$ cat config.mk
export PLATFORM = sky130hd
export DESIGN_NAME = pods_stage
export DESIGN_NICKNAME = d
export VERILOG_FILES = /design/src/pods_pkg.sv /design/src/pods_stage.sv
export SDC_FILE = /design/constraint.sdc
export NUM_CORES = 1
export LEC_CHECK = 0
export BUFFER_PORTS_ARGS = -buffer_cell sky130_fd_sc_hd__buf_4
export CORE_UTILIZATION = 43
export DETAILED_ROUTE_END_ITERATION = 10
export PLACE_DENSITY = 0.61
export SLEW_MARGIN = 10
export SYNTH_ARGS = -nofsm -noshare
export SYNTH_HDL_FRONTEND = slang
export SYNTH_SLANG_ARGS = --single-unit
$ cat constraint.sdc
create_clock -name clk -period 2 [get_ports clk]
set_input_delay 0.2 -clock clk [delete_from_list [all_inputs] [get_ports clk]]
set_output_delay 0.2 -clock clk [all_outputs]
set_load 0.02 [all_outputs]
$ cat src/pods_pkg.sv
// Constants of the PWM output stage: register offsets, field positions,
// reset values and timing counts.
// Assumes a byte-wide register port on the system clock.
// Notes on behaviour
// Per-pair dead-time enable at bits 0..2
// Dead time only in complementary mode
// Nine-bit count, msb in enable bit 4
// Dead time equals count plus one clocks
// Software changes count only while stopped; the code checks only the timed-access unlock, not the run bit
// Dead-time registers need timed-access unlock
// Mode 10: odd channel copies even partner
// Mask enable per channel, clear at reset
// Masked channel drives its mask level
// Polarity inversion still applies when masked
// Fault pin acts only when enabled
// Brake drives each channel from brake data
// Brake clears the run bit
// Brake resets the period counter
// Brake sets flag, software clears it
// Override holds until run set again
// Pin triggers on selected edge
// Fault pin debounced over eight clocks
// ADC compare event brakes identically
// Mode 00 independent, 01 complementary
// Rising pair edge waits for underflow
// Edge select 0 falling, 1 rising
// Counter reloads on each rising edge
// Brake over mask over mode, polarity last
package pods_pkg;
	// Register offsets
	localparam logic [7:0] OFS_DT_ENABLE   = 8'h00_F9;
	localparam logic [7:0] OFS_DT_COUNT    = 8'h00_FA;
	localparam logic [7:0] OFS_MASK_ENABLE = 8'h00_FB;
	localparam logic [7:0] OFS_MASK_LEVEL  = 8'h00_FC;
	localparam logic [7:0] OFS_BRAKE_DATA  = 8'h00_D7;
	localparam logic [7:0] OFS_POLARITY    = 8'h00_D6;
	localparam logic [7:0] OFS_CONTROL0    = 8'h00_D8;
	localparam logic [7:0] OFS_CONTROL1    = 8'h00_DF;
	localparam logic [7:0] OFS_TIMED_ACC   = 8'h00_C7;
	// Field positions
	localparam int DT_MSB_BIT      = 4;
	localparam int RUN_BIT         = 7;
	localparam int FAULT_EN_BIT    = 3;
	localparam int MODE_LO_BIT     = 6;
	localparam int FLAG_BIT        = 7;
	localparam int EDGE_SEL_BIT    = 6;
	// Reset values
	localparam logic [7:0] RST_BYTE = 8'h00_00;
	// Mode encodings
	localparam logic [1:0] MODE_INDEP = 2'h0;
	localparam logic [1:0] MODE_COMPL = 2'h1;
	localparam logic [1:0] MODE_SYNC  = 2'h2;
	// Timed-access unlock bytes and window
	localparam logic [7:0] TA_KEY1 = 8'h00_AA;
	localparam logic [7:0] TA_KEY2 = 8'h00_55;
	localparam int TA_WINDOW_CYC   = 4;
	// Fault pin debounce time and clock period
	localparam int DEBOUNCE_CLKS  = 8;
	localparam int CLK_PERIOD_NS  = 10;
	localparam int DEBOUNCE_NS    = DEBOUNCE_CLKS * CLK_PERIOD_NS;
	localparam int DEBOUNCE_CYC   = DEBOUNCE_NS / CLK_PERIOD_NS;
endpackage

$ cat src/pods_stage.sv
// PWM output stage: mode pairing, dead time, masking, polarity and
// fault brake, with its byte-wide register port.
// Assumes the generator signals and ADC event are on clk; the fault
// pin is asynchronous.
`timescale 1ns/1ns
module pods_stage #(
	parameter int CHANNELS = 6,
	parameter int DT_WIDTH = 9
) (
	// Clock and reset
	input  wire logic                clk,
	input  wire logic                nrst,
	// Register port
	input  wire logic [7:0]          reg_addr,
	input  wire logic [7:0]          reg_wdata,
	input  wire logic                reg_wr,
	input  wire logic                reg_rd,
	output logic      [7:0]          reg_rdata,
	// Generator side
	input  wire logic [CHANNELS-1:0] generator_signal,
	output logic                     generator_run,
	output logic                     counter_clear,
	// Fault sources and brake flag
	input  wire logic                fault_brake_pin,
	input  wire logic                adc_compare_event,
	output logic                     fault_brake_flag,
	// Driver pins
	output logic [CHANNELS-1:0]      pwm_out
);
	localparam int PAIRS = CHANNELS / 2;

	logic [PAIRS-1:0]    pair_deadtime_on_ff;
	logic [DT_WIDTH-1:0] deadtime_count_ff;
	logic [CHANNELS-1:0] output_mask_enable_ff;
	logic [CHANNELS-1:0] output_mask_level_ff;
	logic [CHANNELS-1:0] brake_override_data_ff;
	logic [CHANNELS-1:0] output_polarity_invert_ff;
	logic [1:0]          output_mode_select_ff;
	logic                fault_pin_enable_ff;
	logic                fault_edge_select_ff;
	logic                flag_ff;
	logic                run_ff;
	logic                braked_ff;
	logic [7:0]          ctl1_other_ff;
	logic [7:0]          rdata_ff;
	logic [CHANNELS-1:0] pwm_ff;
	logic                fpin_s1_ff;
	logic                fpin_s2_ff;
	logic                fpin_clean_ff;
	logic                fpin_prev_ff;
	logic [3:0]          deb_cnt_ff;
	logic [2:0]          ta_cnt_ff;
	logic                ta_half_ff;
	logic                brake_evt;
	logic                pin_edge;
	logic                ta_open;
	logic                wr_ctl0;
	logic [CHANNELS-1:0] mode_sig;
	logic [CHANNELS-1:0] dt_sig;

	typedef enum logic [1:0] {
		PODS_TA_IDLE,
		PODS_TA_HALF,
		PODS_TA_OPEN
	} pods_ta_t;
	pods_ta_t ta_state_ff;

	// Timed-access unlock: key1 then key2 opens a short window
	always_ff @(posedge clk) begin
		if (!nrst) begin
			ta_state_ff <= PODS_TA_IDLE;
			ta_cnt_ff   <= 3'h0;
		end else if (reg_wr && reg_addr == pods_pkg::OFS_TIMED_ACC) begin
			if (reg_wdata == pods_pkg::TA_KEY1) begin
				ta_state_ff <= PODS_TA_HALF;
			end else if (reg_wdata == pods_pkg::TA_KEY2 &&
					ta_state_ff == PODS_TA_HALF) begin
				ta_state_ff <= PODS_TA_OPEN;
				ta_cnt_ff   <= 3'(pods_pkg::TA_WINDOW_CYC);
			end else begin
				ta_state_ff <= PODS_TA_IDLE;
			end
		end else begin
			case (ta_state_ff)
				PODS_TA_OPEN: begin
					// Any protected write or timeout closes it
					if (ta_cnt_ff == 3'h1 || (reg_wr &&
							(reg_addr == pods_pkg::OFS_DT_ENABLE ||
							reg_addr == pods_pkg::OFS_DT_COUNT))) begin
						ta_state_ff <= PODS_TA_IDLE;
					end
					ta_cnt_ff <= ta_cnt_ff - 3'h1;
				end
				PODS_TA_HALF: begin
					if (reg_wr) begin
						ta_state_ff <= PODS_TA_IDLE;
					end
				end
				default: begin
					ta_state_ff <= PODS_TA_IDLE;
				end
			endcase
		end
	end
	assign ta_open = (ta_state_ff == PODS_TA_OPEN);

	// dead-time writes need unlock
	always_ff @(posedge clk) begin
		if (!nrst) begin
			pair_deadtime_on_ff <= '0;
			deadtime_count_ff   <= '0;
		end else if (reg_wr && ta_open) begin
			// enable bits and count msb
			if (reg_addr == pods_pkg::OFS_DT_ENABLE) begin
				pair_deadtime_on_ff <= reg_wdata[PAIRS-1:0];
				deadtime_count_ff[8] <= reg_wdata[pods_pkg::DT_MSB_BIT];
			end else if (reg_addr == pods_pkg::OFS_DT_COUNT) begin
				deadtime_count_ff[7:0] <= reg_wdata;
			end
		end
	end

	// Plain configuration registers
	always_ff @(posedge clk) begin
		if (!nrst) begin
			output_mask_enable_ff     <= '0;
			output_mask_level_ff      <= '0;
			brake_override_data_ff    <= '0;
			output_polarity_invert_ff <= '0;
			output_mode_select_ff     <= pods_pkg::MODE_INDEP;
			fault_pin_enable_ff       <= 1'b0;
			fault_edge_select_ff      <= 1'b0;
			ctl1_other_ff             <= pods_pkg::RST_BYTE;
		end else if (reg_wr) begin
			// mask enables
			if (reg_addr == pods_pkg::OFS_MASK_ENABLE) begin
				output_mask_enable_ff <= reg_wdata[CHANNELS-1:0];
			end else if (reg_addr == pods_pkg::OFS_MASK_LEVEL) begin
				output_mask_level_ff <= reg_wdata[CHANNELS-1:0];
			end else if (reg_addr == pods_pkg::OFS_BRAKE_DATA) begin
				brake_override_data_ff <= reg_wdata[CHANNELS-1:0];
				fault_edge_select_ff <= reg_wdata[pods_pkg::EDGE_SEL_BIT];
			end else if (reg_addr == pods_pkg::OFS_POLARITY) begin
				output_polarity_invert_ff <= reg_wdata[CHANNELS-1:0];
			end else if (reg_addr == pods_pkg::OFS_CONTROL1) begin
				output_mode_select_ff <= reg_wdata[7:6];
				fault_pin_enable_ff <= reg_wdata[pods_pkg::FAULT_EN_BIT];
				ctl1_other_ff <= reg_wdata;
			end
		end
	end

	// pin synchroniser then eight-clock debounce
	always_ff @(posedge clk) begin
		if (!nrst) begin
			fpin_s1_ff    <= 1'b1;
			fpin_s2_ff    <= 1'b1;
			fpin_clean_ff <= 1'b1;
			fpin_prev_ff  <= 1'b1;
			deb_cnt_ff    <= 4'h0;
		end else begin
			fpin_s1_ff   <= fault_brake_pin;
			fpin_s2_ff   <= fpin_s1_ff;
			fpin_prev_ff <= fpin_clean_ff;
			if (fpin_s2_ff == fpin_clean_ff) begin
				deb_cnt_ff <= 4'h0;
			end else if (deb_cnt_ff == 4'(pods_pkg::DEBOUNCE_CYC - 1)) begin
				fpin_clean_ff <= fpin_s2_ff;
				deb_cnt_ff    <= 4'h0;
			end else begin
				deb_cnt_ff <= deb_cnt_ff + 4'h1;
			end
		end
	end

	// edge of chosen direction on the clean level
	assign pin_edge = fault_edge_select_ff ?
		(fpin_clean_ff && !fpin_prev_ff) :
		(!fpin_clean_ff && fpin_prev_ff);
	// pin gated by enable, ADC event always
	assign brake_evt = (fault_pin_enable_ff && pin_edge) ||
		adc_compare_event;

	assign wr_ctl0 = reg_wr && reg_addr == pods_pkg::OFS_CONTROL0;

	// run bit cleared by brake, set by software
	always_ff @(posedge clk) begin
		if (!nrst) begin
			run_ff    <= 1'b0;
			braked_ff <= 1'b0;
		end else if (brake_evt) begin
			run_ff    <= 1'b0;
			braked_ff <= 1'b1;
		end else if (wr_ctl0) begin
			run_ff <= reg_wdata[pods_pkg::RUN_BIT];
			if (reg_wdata[pods_pkg::RUN_BIT]) begin
				braked_ff <= 1'b0;
			end
		end
	end

	// flag set wins over software clear
	always_ff @(posedge clk) begin
		if (!nrst) begin
			flag_ff <= 1'b0;
		end else if (brake_evt) begin
			flag_ff <= 1'b1;
		end else if (reg_wr && reg_addr == pods_pkg::OFS_BRAKE_DATA &&
				!reg_wdata[pods_pkg::FLAG_BIT]) begin
			flag_ff <= 1'b0;
		end
	end

	// counter reset pulse on brake
	assign counter_clear    = brake_evt;
	assign generator_run    = run_ff;
	assign fault_brake_flag = flag_ff;

	// Per-pair pairing and dead time
	for (genvar p = 0; p < PAIRS; p++) begin : g_pair
		logic [DT_WIDTH-1:0] cnt_a_ff;
		logic [DT_WIDTH-1:0] cnt_b_ff;
		logic                prev_a_ff;
		logic                prev_b_ff;
		logic                raw_a;
		logic                raw_b;
		logic                dt_on;

		// odd channel per mode
		always_comb begin
			raw_a = generator_signal[2*p];
			case (output_mode_select_ff)
				pods_pkg::MODE_COMPL: raw_b = !generator_signal[2*p];
				pods_pkg::MODE_SYNC:  raw_b = generator_signal[2*p];
				default:              raw_b = generator_signal[2*p+1];
			endcase
		end
		assign mode_sig[2*p]   = raw_a;
		assign mode_sig[2*p+1] = raw_b;
		// dead time only when complementary
		assign dt_on = pair_deadtime_on_ff[p] &&
			output_mode_select_ff == pods_pkg::MODE_COMPL;

		// reload on rise, count count+1 clocks
		always_ff @(posedge clk) begin
			if (!nrst) begin
				cnt_a_ff  <= '0;
				cnt_b_ff  <= '0;
				prev_a_ff <= 1'b0;
				prev_b_ff <= 1'b0;
			end else begin
				prev_a_ff <= raw_a;
				prev_b_ff <= raw_b;
				// Load count, not count+1: the prev gate adds the extra clock
				if (raw_a && !prev_a_ff) begin
					cnt_a_ff <= deadtime_count_ff;
				end else if (cnt_a_ff != '0) begin
					cnt_a_ff <= cnt_a_ff - DT_WIDTH'(1);
				end
				if (raw_b && !prev_b_ff) begin
					cnt_b_ff <= deadtime_count_ff;
				end else if (cnt_b_ff != '0) begin
					cnt_b_ff <= cnt_b_ff - DT_WIDTH'(1);
				end
			end
		end

		// rising edge held low until underflow
		assign dt_sig[2*p] = dt_on ?
			(raw_a && prev_a_ff && cnt_a_ff == '0) : raw_a;
		assign dt_sig[2*p+1] = dt_on ?
			(raw_b && prev_b_ff && cnt_b_ff == '0) : raw_b;
	end

	// brake over mask over mode, polarity last
	always_ff @(posedge clk) begin
		if (!nrst) begin
			pwm_ff <= '0;
		end else begin
			for (int c = 0; c < CHANNELS; c++) begin
				if (braked_ff) begin
					// brake data override
					pwm_ff[c] <= brake_override_data_ff[c] ^
						output_polarity_invert_ff[c];
				end else if (output_mask_enable_ff[c]) begin
					// mask level through polarity
					pwm_ff[c] <= output_mask_level_ff[c] ^
						output_polarity_invert_ff[c];
				end else begin
					pwm_ff[c] <= dt_sig[c] ^
						output_polarity_invert_ff[c];
				end
			end
		end
	end
	assign pwm_out = pwm_ff;

	// Read data, one cycle after the strobe
	always_ff @(posedge clk) begin
		if (!nrst) begin
			rdata_ff <= pods_pkg::RST_BYTE;
		end else if (reg_rd) begin
			if (reg_addr == pods_pkg::OFS_DT_ENABLE) begin
				rdata_ff <= {3'h0, deadtime_count_ff[8], 1'b0,
					pair_deadtime_on_ff};
			end else if (reg_addr == pods_pkg::OFS_DT_COUNT) begin
				rdata_ff <= deadtime_count_ff[7:0];
			end else if (reg_addr == pods_pkg::OFS_MASK_ENABLE) begin
				rdata_ff <= {2'h0, output_mask_enable_ff};
			end else if (reg_addr == pods_pkg::OFS_MASK_LEVEL) begin
				rdata_ff <= {2'h0, output_mask_level_ff};
			end else if (reg_addr == pods_pkg::OFS_BRAKE_DATA) begin
				rdata_ff <= {flag_ff, fault_edge_select_ff,
					brake_override_data_ff};
			end else if (reg_addr == pods_pkg::OFS_POLARITY) begin
				rdata_ff <= {2'h0, output_polarity_invert_ff};
			end else if (reg_addr == pods_pkg::OFS_CONTROL0) begin
				rdata_ff <= {run_ff, 7'h0};
			end else if (reg_addr == pods_pkg::OFS_CONTROL1) begin
				rdata_ff <= {output_mode_select_ff, ctl1_other_ff[5:4],
					fault_pin_enable_ff, ctl1_other_ff[2:0]};
			end else if (reg_addr == pods_pkg::OFS_TIMED_ACC) begin
				rdata_ff <= {7'h0, ta_open};
			end else begin
				rdata_ff <= pods_pkg::RST_BYTE;
			end
		end
	end
	assign reg_rdata = rdata_ff;
endmodule // pods_stage

==> metrics.yaml <==
run_status:
  outcome: "complete, but fails checks"
  violations: "DRC"
detailed_routing:
  route.vias.total: 6085
  drc: 1
  drtIter0Drc: 433
  wl_per_cell_microns: 17.12
  drt_wl_total_microns: 19130
  vias_per_cell: 5.448
  drt_first_pass_iters: 8
  ant_nets: 0
timing:
  fin_crit_sh: 0.9400
  fmax_mhz: 531.9
  slew_viol_final: 0
  hold_violations: 0
  tightest_slew_ns: 0.6388
  slew-limit-headroom: 0.5736
  fin_worst_skew_ns: 0.008967
  setup_viol: 0
  layout_min_cycle_time_ns: 1.880
pwr:
  p_per_area_nw_per_um2: 1322
  p_leak_nw: 3.448
  irDropWorstVdd_v: 0.0006419
  total_power_mw: 11.00
layout:
  multi_input_area_sq_um: 3949
  mostFrequentLayoutCells: "dfxtp_1 (135), nor2_1 (110), buf_4 (87), nand2_1 (79), a21oi_1 (56)"
  diodes: 0
  fin_util: 0.5257
  fill_cells: 1496
  syn2layout_area_growth_pct: 20.10
  nNetsFinal: 934
  ff_latch_area_sq_um: 2703
  drive_above_1_share: 0.1632
  final_common_cell: "dfxtp_1"
synth:
  yosysWarnings: 0
  synth_cells: 827
  ys.flop_type: "dfxtp_1"
  seq_area_frac_synth: 0.3901
  syn_nets: 872
  syn_area_sq_um: 6928
  avgSynthCellArea_sq_um: 8.377
  synth-seq-cells: 135
  synth-edff-count: 0
  synth.distinct_cells: 68
  synthArstFlopShare: 0
global_route:
  grt_antenna_before_repair: 0
  grt_overflow: 0
  grt_pass1_vias: 5705
  grt_usage: 0.2434
  grt_max_degree: 71
  grt_pass1_wl_microns: 30530
critical_path:
  cp_data_required_time_ns: 2.36
  r2r_end: "g_pair[0].cnt_b_ff[6]$_SDFFE_PN0P_"
  critPathKind: "flip-flop to flip-flop"
  r2r_cells: 6
  crit_chain: "inv_1, ha_1, mux2_2, o211a_2, or3_1, a21oi_1"
  start_kind: "flip-flop"
  cp.arrival_ns: 2.24
  path_delay_family: "compound AO/OA/AOI/OAI gates"
  rrSetupSlack_ns: 0.12
  crit_fanout: 9
  crit_buf_inv: 1
  crit_slowest_cell: "dfxtp_1"
  reg2reg_from: "output_mode_select_ff[1]$_SDFFE_PN0P_"
  critPathMaxStageDelay_ns: 0.40
  endpoint_kind: "flip-flop"
  crit_cells: 6
min_path:
  holdPathEnd: "g_pair[2].prev_a_ff$_SDFF_PN0_"
  worstHoldPathCells: 2
  hp-class: "input port to flip-flop"
  min_from: "generator_signal[4]"
clock_network:
  cts_tree: "yes"
  cts_made_buffers: 17
  cts.sinks: 135
  htree_levels: 4
  cts-root-buf: "clkbuf_16"
  path_clk_slew_ns: 0.06
  clock_latency_ns: 0.43
  max-clock-path-buffers: 2
placement:
  io_buffers: 44
  dp_hpwl_microns: 13480
  gp_congestion: 0.8683
die:
  initial_utilization: 0.4377
  die_area_sq_um: 16620
  fp.dieW_microns: 128.9
  core-area_sq_um: 15830
  rows: 46
  ioPinCount: 45
  die_h_microns: 128.9
job:
  maxCapViolCount: 0
-- what timing repair did --
action | CTS | global route
resized for setup | 0 | 10
hold buffers | 1 | 0
setup endpoints to repair | 0 | 24
hold endpoints to repair | 1 | 0
setup buffers | 0 | 0
-- worst max-delay path by stage --
stage                                               start                            endpoint  slack, ns
floorplan           output_mode_select_ff[1]$_SDFFE_PN0P_  g_pair[1].cnt_b_ff[7]$_SDFFE_PN0P_       0.27
global placement    output_mode_select_ff[1]$_SDFFE_PN0P_  g_pair[0].cnt_b_ff[1]$_SDFFE_PN0P_       0.10
detailed placement  output_mode_select_ff[0]$_SDFFE_PN0P_  g_pair[2].cnt_b_ff[7]$_SDFFE_PN0P_       0.05
CTS                 output_mode_select_ff[0]$_SDFFE_PN0P_  g_pair[2].cnt_b_ff[7]$_SDFFE_PN0P_       0.06
global route        output_mode_select_ff[0]$_SDFFE_PN0P_  g_pair[2].cnt_b_ff[7]$_SDFFE_PN0P_     -0.004
finish              output_mode_select_ff[1]$_SDFFE_PN0P_  g_pair[0].cnt_b_ff[6]$_SDFFE_PN0P_       0.12
-- power by group --
part	switching [mW]	internal (mW)
sequential	0.468	3.16
combinational	2.17	2.11
clock	1.21	1.88
total	3.85	7.15
-- area by class of cell --
| class | count | area share |
|---|---|---|
| Multi-Input combinational cell | 615 | 0.4746 |
| Clock inverter | 12 | 0.01549 |
| Timing Repair Buffer | 90 | 0.08451 |
| Sequential cell | 135 | 0.3248 |
| Clock buffer | 19 | 0.05444 |
| Inverter | 30 | 0.01368 |
| Tap cell | 216 | 0.03248 |
-- metrics by stage --
stage,setup WS (ns),setup TNS (ns),cells,hold WS (ns),instance area (sq um)
after floorplan,0.2664,0,827,0.2730,6928
after global placement,0.1046,0,1085,0.3910,7696
after detailed placement,0.05326,0,1085,0.3920,7696
after CTS,0.06299,0,1117,0.03976,8288
after global routing,-0.004361,-0.004361,1117,0.05343,8320
final,0.1200,0,1117,0.04874,8320
-- state kept, by name (all words and copies together), names as in the netlist, 2 cells and up --
name,flops
output_mask_level_ff,6
deb_cnt_ff,4
ta_state_ff,2
output_mode_select_ff,2
reg_rdata,8
ta_cnt_ff,3
brake_override_data_ff,6
ctl1_other_ff,6
g_pair.cnt_a_ff,27
output_mask_enable_ff,6
pwm_out,6
g_pair.prev_b_ff,3
g_pair.prev_a_ff,3
deadtime_count_ff,9
output_polarity_invert_ff,6
g_pair.cnt_b_ff,27
pair_deadtime_on_ff,3
-- routing by layer --
metal / share of wire / vias up / routed length (microns) / global-route usage
li1: - / 3029 / - / -
met1: 0.48 / 2894 / 9147 / 0.3284
met2: 0.46 / 133 / 8836 / 0.3844
met3: 0.041 / 29 / 790 / 0.05114
met4: 0.018 / 0 / 353 / 0.08512
met5: 0 / - / 0 / 0
-- cells in the mapped netlist, drive strengths merged (11+ instances only) --
| library cell | count | area [sq um] |
|---|---|---|
| nor3 | 23 | 137.6 |
| a22oi | 11 | 82.58 |
| nand2b | 19 | 118.9 |
| ha | 17 | 212.7 |
| nor4 | 13 | 87.58 |
| clkbuf | 34 | 130.1 |
| inv | 29 | 108.9 |
| nor2 | 111 | 419.2 |
| mux2i | 51 | 510.5 |
| nand2 | 79 | 296.5 |
| xnor2 | 36 | 315.3 |
| xor2 | 17 | 148.9 |
| a211oi | 15 | 112.6 |
| nand3 | 31 | 155.2 |
| dfxtp | 135 | 2703 |
| o21ai | 16 | 80.08 |
| buf | 13 | 66.31 |
| a21oi | 56 | 280.3 |
-- cells by family (layout without fill, tap and decap cells) --
kind of cell             count (synthesis)  in the layout  synth area share
AO/OA/AOI/OAI                          152            152            0.1430
XOR/XNOR                                53             53           0.06700
adder cells (fa/ha/maj)                 17             17           0.03070
buffers and inverters                   77            151           0.04461
flip-flops                             135            135            0.3901
multiplexers                            54             54           0.07856
AND/OR/NAND/NOR                        339            339            0.2460
Note: power is estimated with default switching activity, not from simulation.
